--- src/core/supervisor_cfg.svh ---
// Offsets, field positions, reset values and timing counts
// Assumes inclusion by bare name from the package and design files
`ifndef SUPERVISOR_CFG_SVH
`define SUPERVISOR_CFG_SVH

`define FRAME_BITS           24
`define ADDR_MSB             23
`define ADDR_LSB             22
`define ADDR_CR0             2'h0
`define ADDR_CR1             2'h1
`define ADDR_CR2             2'h2
`define CLEAR_CMD_BIT        21
`define CFG_RESET            22'h000000
`define STATUS_RESET         22'h000000
`define BIT_POWER_ON         19
`define BIT_LIN_WAKE         18
`define BIT_INHIBIT_WAKE     17
`define BIT_SECOND_REG_SHORT 12
`define CLK_MHZ              50
`define SHORT_TIME_US        4000
`define SHORT_CYCLES         (`SHORT_TIME_US * `CLK_MHZ)
`define STATIC_FILTER_US     64
`define STATIC_FILTER_CYC    (`STATIC_FILTER_US * `CLK_MHZ)
`define CYCLIC_FILTER_US     16
`define CYCLIC_FILTER_CYC    (`CYCLIC_FILTER_US * `CLK_MHZ)
`define SHORT_DELAY_US       80
`define SHORT_DELAY_CYC      (`SHORT_DELAY_US * `CLK_MHZ)
`define LONG_DELAY_US        800
`define LONG_DELAY_CYC       (`LONG_DELAY_US * `CLK_MHZ)

`endif

--- src/core/supervisor_pkg.sv ---
// Types shared by the supervisor register bank
// Assumes supervisor_cfg.svh on the include path
`include "supervisor_cfg.svh"
package supervisor_pkg;
  typedef enum logic [1:0] {
    filt_static     = 2'b00,
    filt_short_tmr2 = 2'b01,
    filt_long_tmr2  = 2'b10,
    filt_long_tmr1  = 2'b11
  } filter_mode_t;

  typedef enum logic [1:0] {
    wf_idle   = 2'b00,
    wf_delay  = 2'b01,
    wf_filter = 2'b10
  } wake_state_t;

  typedef struct packed {
    logic [1:0]  sync;
    logic        stable;
    wake_state_t state;
    logic [17:0] cnt;
  } wake_filter_t;
endpackage

--- src/core/wake_input_filter.sv ---
// One wake input filter: static or cyclic sense window
// Assumes raw pin input and timer phase strobes from outside
`timescale 1ns/1ps
`include "supervisor_cfg.svh"
module wake_input_filter (
  // Clock and reset
  input  wire logic       clk_i,
  input  wire logic       reset_n_i,
  // Configuration and timing
  input  wire logic [1:0] mode_i,
  input  wire logic       timer1_phase_i,
  input  wire logic       timer2_phase_i,
  // Pin and result
  input  wire logic       pin_i,
  output logic            level_o
);
  supervisor_pkg::wake_filter_t st;
  supervisor_pkg::wake_filter_t next_st;
  logic        phase;
  logic [17:0] delay_cyc;
  logic [17:0] filt_cyc;

  always_comb begin
    next_st = st;
    next_st.sync = {st.sync[0], pin_i};
    phase = (mode_i == 2'b11) ? timer1_phase_i : timer2_phase_i;
    delay_cyc = (mode_i == 2'b01) ? 18'(`SHORT_DELAY_CYC)
                                  : 18'(`LONG_DELAY_CYC);
    filt_cyc = (mode_i == 2'b00) ? 18'(`STATIC_FILTER_CYC)
                                 : 18'(`CYCLIC_FILTER_CYC);
    case (st.state)
      supervisor_pkg::wf_idle: begin
        next_st.cnt = 18'h00000;
        if (mode_i == 2'b00) begin
          next_st.state = supervisor_pkg::wf_filter;
        end else if (phase) begin
          next_st.state = supervisor_pkg::wf_delay;
        end
      end
      supervisor_pkg::wf_delay: begin
        if (!phase) begin
          next_st.state = supervisor_pkg::wf_idle;
        end else if (st.cnt >= delay_cyc - 18'h00001) begin
          next_st.cnt = 18'h00000;
          next_st.state = supervisor_pkg::wf_filter;
        end else begin
          next_st.cnt = st.cnt + 18'h00001;
        end
      end
      supervisor_pkg::wf_filter: begin
        if (mode_i != 2'b00 && !phase) begin
          next_st.state = supervisor_pkg::wf_idle;
        end else if (st.sync[1] == st.stable) begin
          next_st.cnt = 18'h00000;
        end else if (st.cnt >= filt_cyc - 18'h00001) begin
          next_st.cnt = 18'h00000;
          next_st.stable = st.sync[1];
        end else begin
          next_st.cnt = st.cnt + 18'h00001;
        end
      end
      default: begin
        next_st.state = supervisor_pkg::wf_idle;
      end
    endcase
  end

  always_ff @(posedge clk_i or negedge reset_n_i) begin
    if (!reset_n_i) begin
      st <= '0;
    end else begin
      st <= next_st;
    end
  end

  assign level_o = st.stable;
endmodule

--- src/core/supervisor_regs.sv ---
// Third control register and first status register behind the SPI link
// Assumes an SPI master, mode 0, MSB first, 24-bit frames, and analog
// fault detectors presenting levels from outside the clock domain
`timescale 1ns/1ps
`include "supervisor_cfg.svh"

// Function
// - Threshold bits pick 2mA or 8mA
// - Lockout off: outputs recover after supply fault
// - Lockout on: outputs off until clear
// - Recovery bit sets strong driver recovery
// - Pull-up disable bit removes bus pull-up
// - Timeout disable bit drops dominant timeout
// - Reset level 00 4.65V, 01 4.35V
// - Filter 00 is static 64us
// - Filter 01 cyclic, timer2, 80us delay
// - Filter 10/11 cyclic 800us, timer2/timer1
// - Slope bit 0 high, 1 low
// - Relay fault shutdown unless bit set
// - Standby current supervision enabled at zero
// - Status shifted out on every access
// - Over-current flags latch detections
// - Open-load flags latch detections
// - Second regulator short after 4ms below 2V
// - Wake state bits show filtered inputs
// - Wake source flags show initiator
// - Power-on flag cleared by first access
// - Clear command empties status apart from wake state bits and events arriving in the same cycle
module supervisor_regs (
  // Clock and reset
  input  wire logic       clk_i,
  input  wire logic       reset_n_i,
  // SPI link
  input  wire logic       spi_cs_n_i,
  input  wire logic       spi_clk_i,
  input  wire logic       spi_di_i,
  output logic            spi_do_o,
  // Fault and wake sources
  input  wire logic [3:0] small_driver_overcurrent_i,
  input  wire logic       strong_driver_overcurrent_i,
  input  wire logic [1:0] relay_overcurrent_i,
  input  wire logic [3:0] small_driver_open_load_i,
  input  wire logic       strong_driver_open_load_i,
  input  wire logic       second_reg_low_i,
  input  wire logic       second_reg_turn_on_i,
  input  wire logic [3:0] wake_pin_i,
  input  wire logic       inhibit_wake_i,
  input  wire logic       lin_wake_i,
  input  wire logic       supply_fault_i,
  input  wire logic       timer1_phase_i,
  input  wire logic       timer2_phase_i,
  // Analog controls
  output logic [3:0]      open_load_threshold_sel_o,
  output logic            outputs_enable_o,
  output logic            relay_low_side_outputs_en_o,
  output logic            strong_driver_recovery_en_o,
  output logic            bus_pullup_disable_o,
  output logic            dominant_timeout_disable_o,
  output logic [1:0]      reset_level_o,
  output logic            bus_low_slew_o,
  output logic            standby_current_supervision_o
);
  typedef struct packed {
    logic [1:0]  cs_s;
    logic [1:0]  clk_s;
    logic [1:0]  di_s;
    logic        clk_d;
    logic [4:0]  bitcnt;
    logic [23:0] shin;
    logic [21:0] shout;
    logic        dout;
    logic [21:0] cfg;
    logic [21:0] status;
    logic [21:0] src_a;
    logic [21:0] src_b;
    logic        lockout;
    logic [17:0] short_cnt;
    logic        first_access;
    logic [1:0]  fault_s;
    logic [1:0]  reg_low_s;
    logic [1:0]  reg_on_s;
  } regs_t;

  regs_t       r;
  regs_t       next_r;
  logic [3:0]  wake_level;
  logic [21:0] events;
  logic        cs_active;
  logic        rise;
  logic        fall;
  logic        frame_end;
  logic [1:0]  addr;
  logic        clear_cmd;

  ////////////////////////////////////////////////////////////////////////
  // Wake input filters
  genvar g;
  generate
    for (g = 0; g < 4; g++) begin : wake
      wake_input_filter filt (
        .clk_i          (clk_i),
        .reset_n_i      (reset_n_i),
        .mode_i         (r.cfg[9 + 2*g +: 2]),
        .timer1_phase_i (timer1_phase_i),
        .timer2_phase_i (timer2_phase_i),
        .pin_i          (wake_pin_i[g]),
        .level_o        (wake_level[g])
      );
    end
  endgenerate

  ////////////////////////////////////////////////////////////////////////
  // Next state
  always_comb begin
    next_r = r;
    next_r.cs_s  = {r.cs_s[0], spi_cs_n_i};
    next_r.clk_s = {r.clk_s[0], spi_clk_i};
    next_r.di_s  = {r.di_s[0], spi_di_i};
    next_r.fault_s   = {r.fault_s[0], supply_fault_i};
    next_r.reg_low_s = {r.reg_low_s[0], second_reg_low_i};
    next_r.reg_on_s  = {r.reg_on_s[0], second_reg_turn_on_i};
    next_r.src_a = {2'b00, 1'b0, lin_wake_i, inhibit_wake_i, 4'h0, 1'b0,
                    relay_overcurrent_i, strong_driver_overcurrent_i,
                    small_driver_overcurrent_i, strong_driver_open_load_i,
                    small_driver_open_load_i};
    next_r.src_b = r.src_a;
    next_r.clk_d = r.clk_s[1];
    cs_active = !r.cs_s[1];
    rise = cs_active && r.clk_s[1] && !r.clk_d;
    fall = cs_active && !r.clk_s[1] && r.clk_d;
    frame_end = r.cs_s[1] && r.bitcnt == 5'd24;
    addr = r.shin[`ADDR_MSB:`ADDR_LSB];
    clear_cmd = frame_end && addr == `ADDR_CR1 && r.shin[`CLEAR_CMD_BIT];
    // Sticky fault flags; a new event wins over a clear
    events = r.src_b;
    if (r.reg_on_s[1] && r.reg_low_s[1]) begin
      if (r.short_cnt >= 18'(`SHORT_CYCLES)) begin
        events[`BIT_SECOND_REG_SHORT] = 1'b1;
      end else begin
        next_r.short_cnt = r.short_cnt + 18'h00001;
      end
    end else begin
      next_r.short_cnt = 18'h00000;
    end
    if (clear_cmd) begin
      next_r.status = 22'h000000;
      next_r.lockout = 1'b0;
    end else if (frame_end && r.first_access) begin
      next_r.status[`BIT_POWER_ON] = 1'b0;
    end
    if (frame_end) begin
      next_r.first_access = 1'b0;
    end
    next_r.status = next_r.status | events;
    next_r.status[16:13] = wake_level;
    next_r.status[21:20] = 2'b00;
    if (r.fault_s[1] && r.cfg[4]) begin
      next_r.lockout = 1'b1;
    end
    // SPI shift
    if (r.cs_s[1]) begin
      next_r.bitcnt = 5'd0;
      next_r.dout = 1'b0;
    end else if (rise && r.bitcnt < 5'd24) begin
      next_r.shin = {r.shin[22:0], r.di_s[1]};
      next_r.bitcnt = r.bitcnt + 5'd1;
      if (r.bitcnt == 5'd1) begin
        next_r.shout = r.status;
      end
    end else if (fall && r.bitcnt >= 5'd2 && r.bitcnt < 5'd24) begin
      next_r.dout = r.shout[21];
      next_r.shout = {r.shout[20:0], 1'b0};
    end
    if (frame_end) begin
      next_r.bitcnt = 5'd0;
      if (addr == `ADDR_CR2) begin
        next_r.cfg = r.shin[21:0];
      end
    end
  end

  ////////////////////////////////////////////////////////////////////////
  // State register
  always_ff @(posedge clk_i or negedge reset_n_i) begin
    if (!reset_n_i) begin
      r <= '0;
      r.cs_s <= 2'b11;
      r.cfg <= `CFG_RESET;
      r.status <= 22'h080000;
      r.first_access <= 1'b1;
    end else begin
      r <= next_r;
    end
  end

  ////////////////////////////////////////////////////////////////////////
  // Output flops
  always_ff @(posedge clk_i or negedge reset_n_i) begin
    if (!reset_n_i) begin
      spi_do_o <= 1'b0;
      open_load_threshold_sel_o <= 4'h0;
      outputs_enable_o <= 1'b0;
      relay_low_side_outputs_en_o <= 1'b0;
      strong_driver_recovery_en_o <= 1'b0;
      bus_pullup_disable_o <= 1'b0;
      dominant_timeout_disable_o <= 1'b0;
      reset_level_o <= 2'b00;
      bus_low_slew_o <= 1'b0;
      standby_current_supervision_o <= 1'b1;
    end else begin
      spi_do_o <= r.dout & cs_active;
      open_load_threshold_sel_o <= r.cfg[3:0];
      outputs_enable_o <= !r.fault_s[1] && !r.lockout;
      relay_low_side_outputs_en_o <= r.cfg[19] ||
                                     !(r.fault_s[1] || r.lockout);
      strong_driver_recovery_en_o <= r.cfg[5];
      bus_pullup_disable_o <= r.cfg[6];
      dominant_timeout_disable_o <= r.cfg[7];
      reset_level_o <= {1'b0, r.cfg[8]};
      bus_low_slew_o <= r.cfg[18];
      standby_current_supervision_o <= !r.cfg[20];
    end
  end

  ////////////////////////////////////////////////////////////////////////
  // Assertions
  a_reserved_zero: assert property (@(posedge clk_i) disable iff
    (!reset_n_i) r.status[21:20] == 2'b00)
    else $error("reserved status bits set");
  a_clear_empties: assert property (@(posedge clk_i) disable iff
    (!reset_n_i) clear_cmd && events == 22'h0 |=>
    r.status[12:0] == 13'h0)
    else $error("clear left flags");
  a_flag_sticky: assert property (@(posedge clk_i) disable iff
    (!reset_n_i) r.src_b[0] |=> r.status[0])
    else $error("open load flag missed");
  a_oc_sticky: assert property (@(posedge clk_i) disable iff
    (!reset_n_i) r.src_b[5] |=> r.status[5])
    else $error("over-current flag missed");
  a_pullup_follow: assert property (@(posedge clk_i) disable iff
    (!reset_n_i) ##1 bus_pullup_disable_o == $past(r.cfg[6]))
    else $error("pull-up control wrong");
  a_lockout_hold: assert property (@(posedge clk_i) disable iff
    (!reset_n_i) r.lockout && !clear_cmd |=> !outputs_enable_o)
    else $error("outputs on during lockout");
  a_level_safe: assert property (@(posedge clk_i) disable iff
    (!reset_n_i) !reset_level_o[1])
    else $error("reserved reset level driven");
  a_supervise_on: assert property (@(posedge clk_i) disable iff
    (!reset_n_i) !r.cfg[20] |=> standby_current_supervision_o)
    else $error("supervision disabled");
endmodule

--- config.mk ---
export PLATFORM = sky130hd
export DESIGN_NAME = supervisor_regs
export DESIGN_NICKNAME = d
export VERILOG_FILES = /design/src/core/supervisor_pkg.sv /design/src/core/wake_input_filter.sv /design/src/core/supervisor_regs.sv
export VERILOG_INCLUDE_DIRS = /design/src /design/src/core
export SDC_FILE = /design/constraint.sdc
export NUM_CORES = 1
export LEC_CHECK = 0
export BUFFER_PORTS_ARGS = -buffer_cell sky130_fd_sc_hd__buf_2
export CAP_MARGIN = 20
export CORE_MARGIN = 2
export CORE_UTILIZATION = 30
export CTS_BUF_LIST = sky130_fd_sc_hd__clkbuf_2
export CTS_CLUSTER_SIZE = 10
export DETAILED_ROUTE_END_ITERATION = 10
export PLACE_DENSITY_LB_ADDON = 0.1
export SYNTH_ARGS = -nofsm -noshare
export SYNTH_HDL_FRONTEND = slang
export SYNTH_HIERARCHICAL = 1
export SYNTH_SLANG_ARGS = --single-unit
--- constraint.sdc ---
create_clock -name clk_i -period 6.4 [get_ports clk_i]
set_input_delay 1.28 -clock clk_i [delete_from_list [all_inputs] [get_ports clk_i]]
set_output_delay 1.28 -clock clk_i [all_outputs]
set_load 0.01 [all_outputs]
==> flow_summary.ini, run 1 <==
[timing]
clock_skew_ns = 0.0909
timing.final.crit_share_pct = 44.5
fin_tns_setup_ns = 0
fin_hold_ws_ns = 0.326
slew-limit-headroom_pct = 41.5
final_hold_viol_count = 0
report.final.slew_viol_count = 0
finalWorstPathRequiredPeriod_ns = 2.85
timing.final.setup_violations = 0
rsz0062_at_grt = no
max_freq_mhz = 351
worst_pin_slew_ns = 0.877

[pwr]
worst_ir_drop_vdd_mv = 0.0745
total_power_w = 0.00331
pwrdens_nw_per_um2 = 229
leakagePower_nw = 6.81

[placed_design]
buffer_ports.inserted = 40
hpwlAfterDp_um = 19100
routabilityCongestion = 0.739

[yosys]
synth-seq-area-share_pct = 49.7
synth.avg_cell_area_um2 = 10.3
synth_ff_type = sky130_fd_sc_hd__dfrtp_1
mappedNetlistArea_um2 = 13000
synth_enable_flop_cells = 0
synth.ff_latch_count = 258
syn_nets = 1347
syn-instance-count = 1258
synth.yosys.warnings = 6
postSynth.asyncResetShare_pct = 100
unique_cell_type_count_in_the_yosys_netlist = 77

[global_route]
grt_pass1_vias = 9729
global_route.overflow_total = 0
grt_pass1_wl_um = 49900
grt.total_usage_pct = 13.7
grt_antenna_before_repair = 3
maximum_number_of_pins_on_one_net_before_global_route_repair = 111

[detailed_routing]
met2_length_um = 13200
firstDrtPassIters = 5
via_per_inst = 4.82
dr_wl_met3_um = 1150
drt_wl_total_um = 29600
avgRoutedWirePerCell_um = 15.0
m1WireLength_um = 14500
routed.top_layer = met5
drt_first_iter_violations = 512
drt.antenna.violating_nets = 0
via_count = 9530
drc = 0

[floorplanning]
floorplan.initialDensity_pct = 30.3
placementRows = 76
die-area_um2 = 45000
io_pins = 42
design.core.area_um2 = 42900
die_x_um = 212
die-height_um = 212

[layout]
final.fill_count = 4366
post_route_cells_drive_above_1_share_pct = 20.2
area.growth.synth_to_final_pct = 11.2
multiInputGateArea_um2 = 6090
fin_nets = 1426
register_area_um2 = 6460

[cts]
cts.sink_count = 258
post_cts_hold_buffer_count = 0
worst_skew_pair.late_latency_ns = 0.93
cts_max_path_buffers = 3
cts_root_buffer = sky130_fd_sc_hd__clkbuf_2
cts_made_buffers = 76
htreeDepth = 3
tritoncts = built
cts_setup_buffers = 0
cts.reportedPaths.clkPinSlew_ns = 0.09
cts_resized = 0

[critical_path]
regToRegSetupSlack_ns = 3.55
critical_path.max_stage_delay_ns = 0.52
setup.worst_path.class = reg2out
arrival_ns = 1.57
critPathRequiredTime_ns = 5.12
setup.worst_path.end_class = output port
slowest_stage = sky130_fd_sc_hd__dfstp_2
critPathTopFamily = flip-flops
cp_max_fo = 1
worstSetupStartpointType = flop
cp_cell_sequence = buf_2
crit_buf_inv = 1

[status]
outcome = finished clean

[hold_path]
hp-class = reg2reg

[flow_run]
number_of_max_capacitance_violations_reported = 0
[per-stage QoR]
stage | setup WS, ns | cell area (um2) | std cells | utilization (%)
6_report | 3.55 | 14400 | 1978 | 33.7
5_1_grt | 3.31 | 14400 | 1978 | 33.7
4_1_cts | 3.40 | 14400 | 1975 | 33.6
3_5_place_dp | 3.27 | 13700 | 1843 | 32.1
3_3_place_gp | 3.30 | 13700 | 1843 | 32.1
2_1_floorplan | 3.63 | 13000 | 1258 | -
[layout by cell type, fill, tap and decap left out, drive strengths merged, types with 11 or more instances in the layout]
cell type / instances
and3: 11
nand4: 30
clkbuf: 116
a21o: 19
mux2: 45
nor3: 66
and2: 22
nor4: 11
nand3: 41
nor2: 62
inv: 42
buf: 54
ha: 61
a21oi: 47
or4: 12
a31oi: 20
clkinv: 12
o21ai: 57
mux2i: 38
o211ai: 14
nand2: 215
and4: 13
or3: 17
dfrtp: 253
[report_power, final]
group / switching [W] / internal, W
Clock: 0.000741 / 0.000518
Sequential: 0.0000462 / 0.00170
Combinational: 0.000188 / 0.000123
Total: 0.000975 / 0.00234
[cell type report]
type                            count  area share [%]
Antenna cell                        2          0.0346
Multi-Input combinational cell    905            42.1
Timing Repair Buffer               54            2.23
Clock inverter                     16           0.710
Tap cell                          585            5.07
Inverter                           42            1.09
Clock buffer                      116            4.02
Sequential cell                   258            44.7
[metal layers]
layer / track usage [%] / up-vias
li1: - / 4712
met4: 5.49 / 2
met3: 3.47 / 75
met5: 0 / -
met1: 18.2 / 4612
met2: 21.4 / 129
[synth_stat cells, types with 17 or more instances]
master                     instances  area, um2
sky130_fd_sc_hd__inv_1            42        158
sky130_fd_sc_hd__nand2_1         215        807
sky130_fd_sc_hd__dfrtp_1         253       6330
sky130_fd_sc_hd__nand3_1          41        205
sky130_fd_sc_hd__o21ai_1          17       85.1
sky130_fd_sc_hd__mux2_4           17        255
sky130_fd_sc_hd__or3_1            17        106
sky130_fd_sc_hd__o21ai_0          39        195
sky130_fd_sc_hd__mux2_2           27        304
sky130_fd_sc_hd__a21o_1           19        143
sky130_fd_sc_hd__a31oi_1          19        119
sky130_fd_sc_hd__clkbuf_1         25       93.8
sky130_fd_sc_hd__nor2_1           62        233
sky130_fd_sc_hd__nor3_2           32        320
sky130_fd_sc_hd__ha_1             61        763
sky130_fd_sc_hd__and2_1           22        138
sky130_fd_sc_hd__a21oi_1          44        220
sky130_fd_sc_hd__nand4_1          30        188
sky130_fd_sc_hd__mux2i_1          38        380
sky130_fd_sc_hd__nor3_1           33        165
[flip-flops by register name (all words and copies together), names as in the netlist]
| register | cells |
|---|---|
| addr | 2 |
| bus_low_slew_o | 1 |
| bus_pullup_disable_o | 1 |
| dominant_timeout_disable_o | 1 |
| events | 14 |
| next_r | 21 |
| open_load_threshold_sel_o | 4 |
| outputs_enable_o | 1 |
| r | 116 |
| relay_low_side_outputs_en_o | 1 |
| reset_level_o | 1 |
| spi_do_o | 1 |
| standby_current_supervision_o | 1 |
| strong_driver_recovery_en_o | 1 |
| wake.filt/level_o | 4 |
| wake.filt/next_st | 4 |
| wake.filt/st | 84 |
[path summary, 6_finish.rpt]
check                                         startpoint                            end  cells past startpoint
setup / recovery           standby_current_supervision_o  standby_current_supervision_o                      1
hold / removal                                 next_r[3]                           r[3]                      0
setup reg to reg                                  r[106]            wake[2].filt/st[16]                      8
hold reg to reg                                next_r[3]                           r[3]                      0
max in group asynchronous                      reset_n_i            wake[1].filt/st[18]                      2
min in group asynchronous                      reset_n_i                          r[78]                      1
[cells by family (layout without fill, tap and decap cells)]
family	Yosys count	in the layout	share of synthesized area, %
AO/OA/AOI/OAI	221	221	11.8
buffers and inverters	95	228	3.47
flip-flops	258	258	49.7
AND/OR/NAND/NOR	529	529	21.2
other	1	3	0.0288
multiplexers	83	83	7.32
XOR/XNOR	10	10	0.674
adder cells (fa/ha/maj)	61	61	5.87
(Power assumes the default switching activity.)
==> run 2: changes to the inputs <==
Clock period 6.4 ns to 2.85 ns, I/O delays scaled along.
==> run 2 against run 1 <==
  * Final cell count is 2.6% higher
  * Clock-buffer cell count is 2 lower
  * Sequential share of layout area is 1.5 points lower
  * Setup slack worse by 3.4 ns
  * Register-to-register slack worse by 3.4 ns
  * Via count is 2.4% higher
  * Sequential power is 120% higher
  * Critical path type is now reg2reg
  * Largest power group unchanged
==> flow_summary.ini, run 2 (synthesis results as in run 1) <==
[flow_run]
number_of_max_capacitance_violations_reported = 0

[timing]
worst_pin_slew_ns = 0.855
max_freq_mhz = 377
timing.final.setup_violations = 0
report.final.slew_viol_count = 0
rsz0062_at_grt = yes
finalWorstPathRequiredPeriod_ns = 2.65
final_hold_viol_count = 0
clock_skew_ns = 0.0871
slew-limit-headroom_pct = 43.0
timing.final.crit_share_pct = 93.0

[floorplanning]
placementRows = 76
floorplan.initialDensity_pct = 30.3
design.core.area_um2 = 42900
io_pins = 42
die-area_um2 = 45000
die_x_um = 212
die-height_um = 212

[global_route]
maximum_number_of_pins_on_one_net_before_global_route_repair = 70
grt_pass1_wl_um = 51400
global_route.overflow_total = 0
grt_antenna_before_repair = 3
grt_pass1_vias = 9964
grt.total_usage_pct = 14.3

[critical_path]
setup.worst_path.class = reg2reg
cp_cell_sequence = nand2b_1, ha_1, or4_1, a221o_2, a311oi_4, buf_6, nor3_4, buf_4, nor3_2
slowest_stage = sky130_fd_sc_hd__or4_1
critical_path.max_stage_delay_ns = 0.52
worstRegToRegCells = 9
arrival_ns = 3.50
regToRegEndpoint = wake[2].filt/st[5]
timing.critical_path.from = r[106]
cp_max_fo = 7
critPathRequiredTime_ns = 3.70
regToRegSetupSlack_ns = 0.20
r2r_start = r[106]
setup.worst_path.end_class = flop
cp-endpoint = wake[2].filt/st[5]
worstSetupStartpointType = flop

[cts]
tritoncts = built
cts_max_path_buffers = 3
htreeDepth = 3
cts_root_buffer = sky130_fd_sc_hd__clkbuf_2
cts.sink_count = 258
cts_made_buffers = 77
cts.reportedPaths.clkPinSlew_ns = 0.10
worst_skew_pair.late_latency_ns = 1.00

[detailed_routing]
avgRoutedWirePerCell_um = 14.9
m1WireLength_um = 14500
drt_first_iter_violations = 525
firstDrtPassIters = 4
drt_wl_total_um = 30300
dr_wl_met3_um = 1200
met2_length_um = 13900
via_per_inst = 4.81
via_count = 9758
drc = 0
drt.antenna.violating_nets = 0
routed.top_layer = met5

[layout]
register_area_um2 = 6460
mostFrequentLayoutCells = sky130_fd_sc_hd__dfrtp_1 (253), sky130_fd_sc_hd__nand2_1 (215), sky130_fd_sc_hd__clkbuf_2 (114)
fin_nets = 1476
multiInputGateArea_um2 = 6110
layout.cells.most_common = sky130_fd_sc_hd__dfrtp_1
largest_register_ff_count = 116
utilization_pct = 34.9
post_route_cells_drive_above_1_share_pct = 21.2
final.fill_count = 4371
top_register = r
area.growth.synth_to_final_pct = 15.0
instances_no_fill = 2030

[pwr]
pwrdens_nw_per_um2 = 504
worst_ir_drop_vdd_mv = 0.196
leakagePower_nw = 7.06

[placed_design]
buffer_ports.inserted = 40
post-place-cells = 1860
hpwlAfterDp_um = 19700
routabilityCongestion = 0.724

[hold_path]
hp-class = in2async

[status]
outcome = finished clean
-- run 2: what timing repair did --
item                       4_1_cts  5_1_grt
setup buffers                    2        6
hold endpoints to repair       219        0
resized for setup                0        5
hold buffers                    25        0
pin swaps                        1        2
setup endpoints to repair        1       25
cloned                           0        0
-- run 2: layout make-up --
cell class / count / area share [%]
diodes: 4 / 0.0669
clock buffers: 114 / 3.82
clock inverters: 19 / 0.745
inverters: 42 / 1.05
multi-input cells: 905 / 40.9
flip-flops and latches: 258 / 43.2
well taps: 585 / 4.90
repair buffers: 103 / 5.35
-- run 2: metal layers --
layer / vias up / global-route usage [%]
met5: - / 0
met4: 2 / 5.54
met3: 67 / 3.94
met2: 127 / 22.5
met1: 4735 / 18.5
li1: 4827 / -
-- run 2: power breakdown --
part	internal, W	switching (W)	total [W]
clock	0.00115	0.00167	0.00282
combinational	0.000349	0.000451	0.000800
sequential	0.00382	0.000107	0.00392
-- run 2: worst min path at each step --
| stage | start | to | slack (ns) | cells after the start |
|---|---|---|---|---|
| final | reset_n_i | r[74] | 0.13 | 2 |
| after CTS | reset_n_i | r[74] | 0.02 | 2 |
| after detailed placement | next_r[32] | events[6] | 0.34 | 0 |
| after global placement | wake[0].filt/next_st[22] | wake[0].filt/st[22] | 0.34 | 0 |
| after global routing | reset_n_i | r[93] | 0.03 | 2 |
| after floorplan | reset_n_i | addr[0] | 0.27 | 0 |
-- run 2: stage by stage --
stage / worst slack [ns] / cell area (um2) / hold WS [ns] / setup TNS, ns / total power, W
floorplan: 0.429 / 13000 / 0.274 / 0 / 0.00447
global placement: 0.110 / 13900 / 0.336 / 0 / 0.00474
detailed placement: 0.0422 / 13900 / 0.336 / 0 / 0.00475
CTS: 0.0563 / 14900 / 0.0161 / 0 / 0.00773
global route: -0.00702 / 15000 / 0.0260 / -0.00702 / 0.00805
finish: 0.199 / 15000 / 0.128 / 0 / 0.00754
-- run 2: critical path, delay by kind of cell (launching register included) --
family	cells	cell delay [ns]
compound gates	2	0.67
buf+inv	2	0.35
simple gates	4	0.95
fa+ha+maj	1	0.22
flops	1	0.40
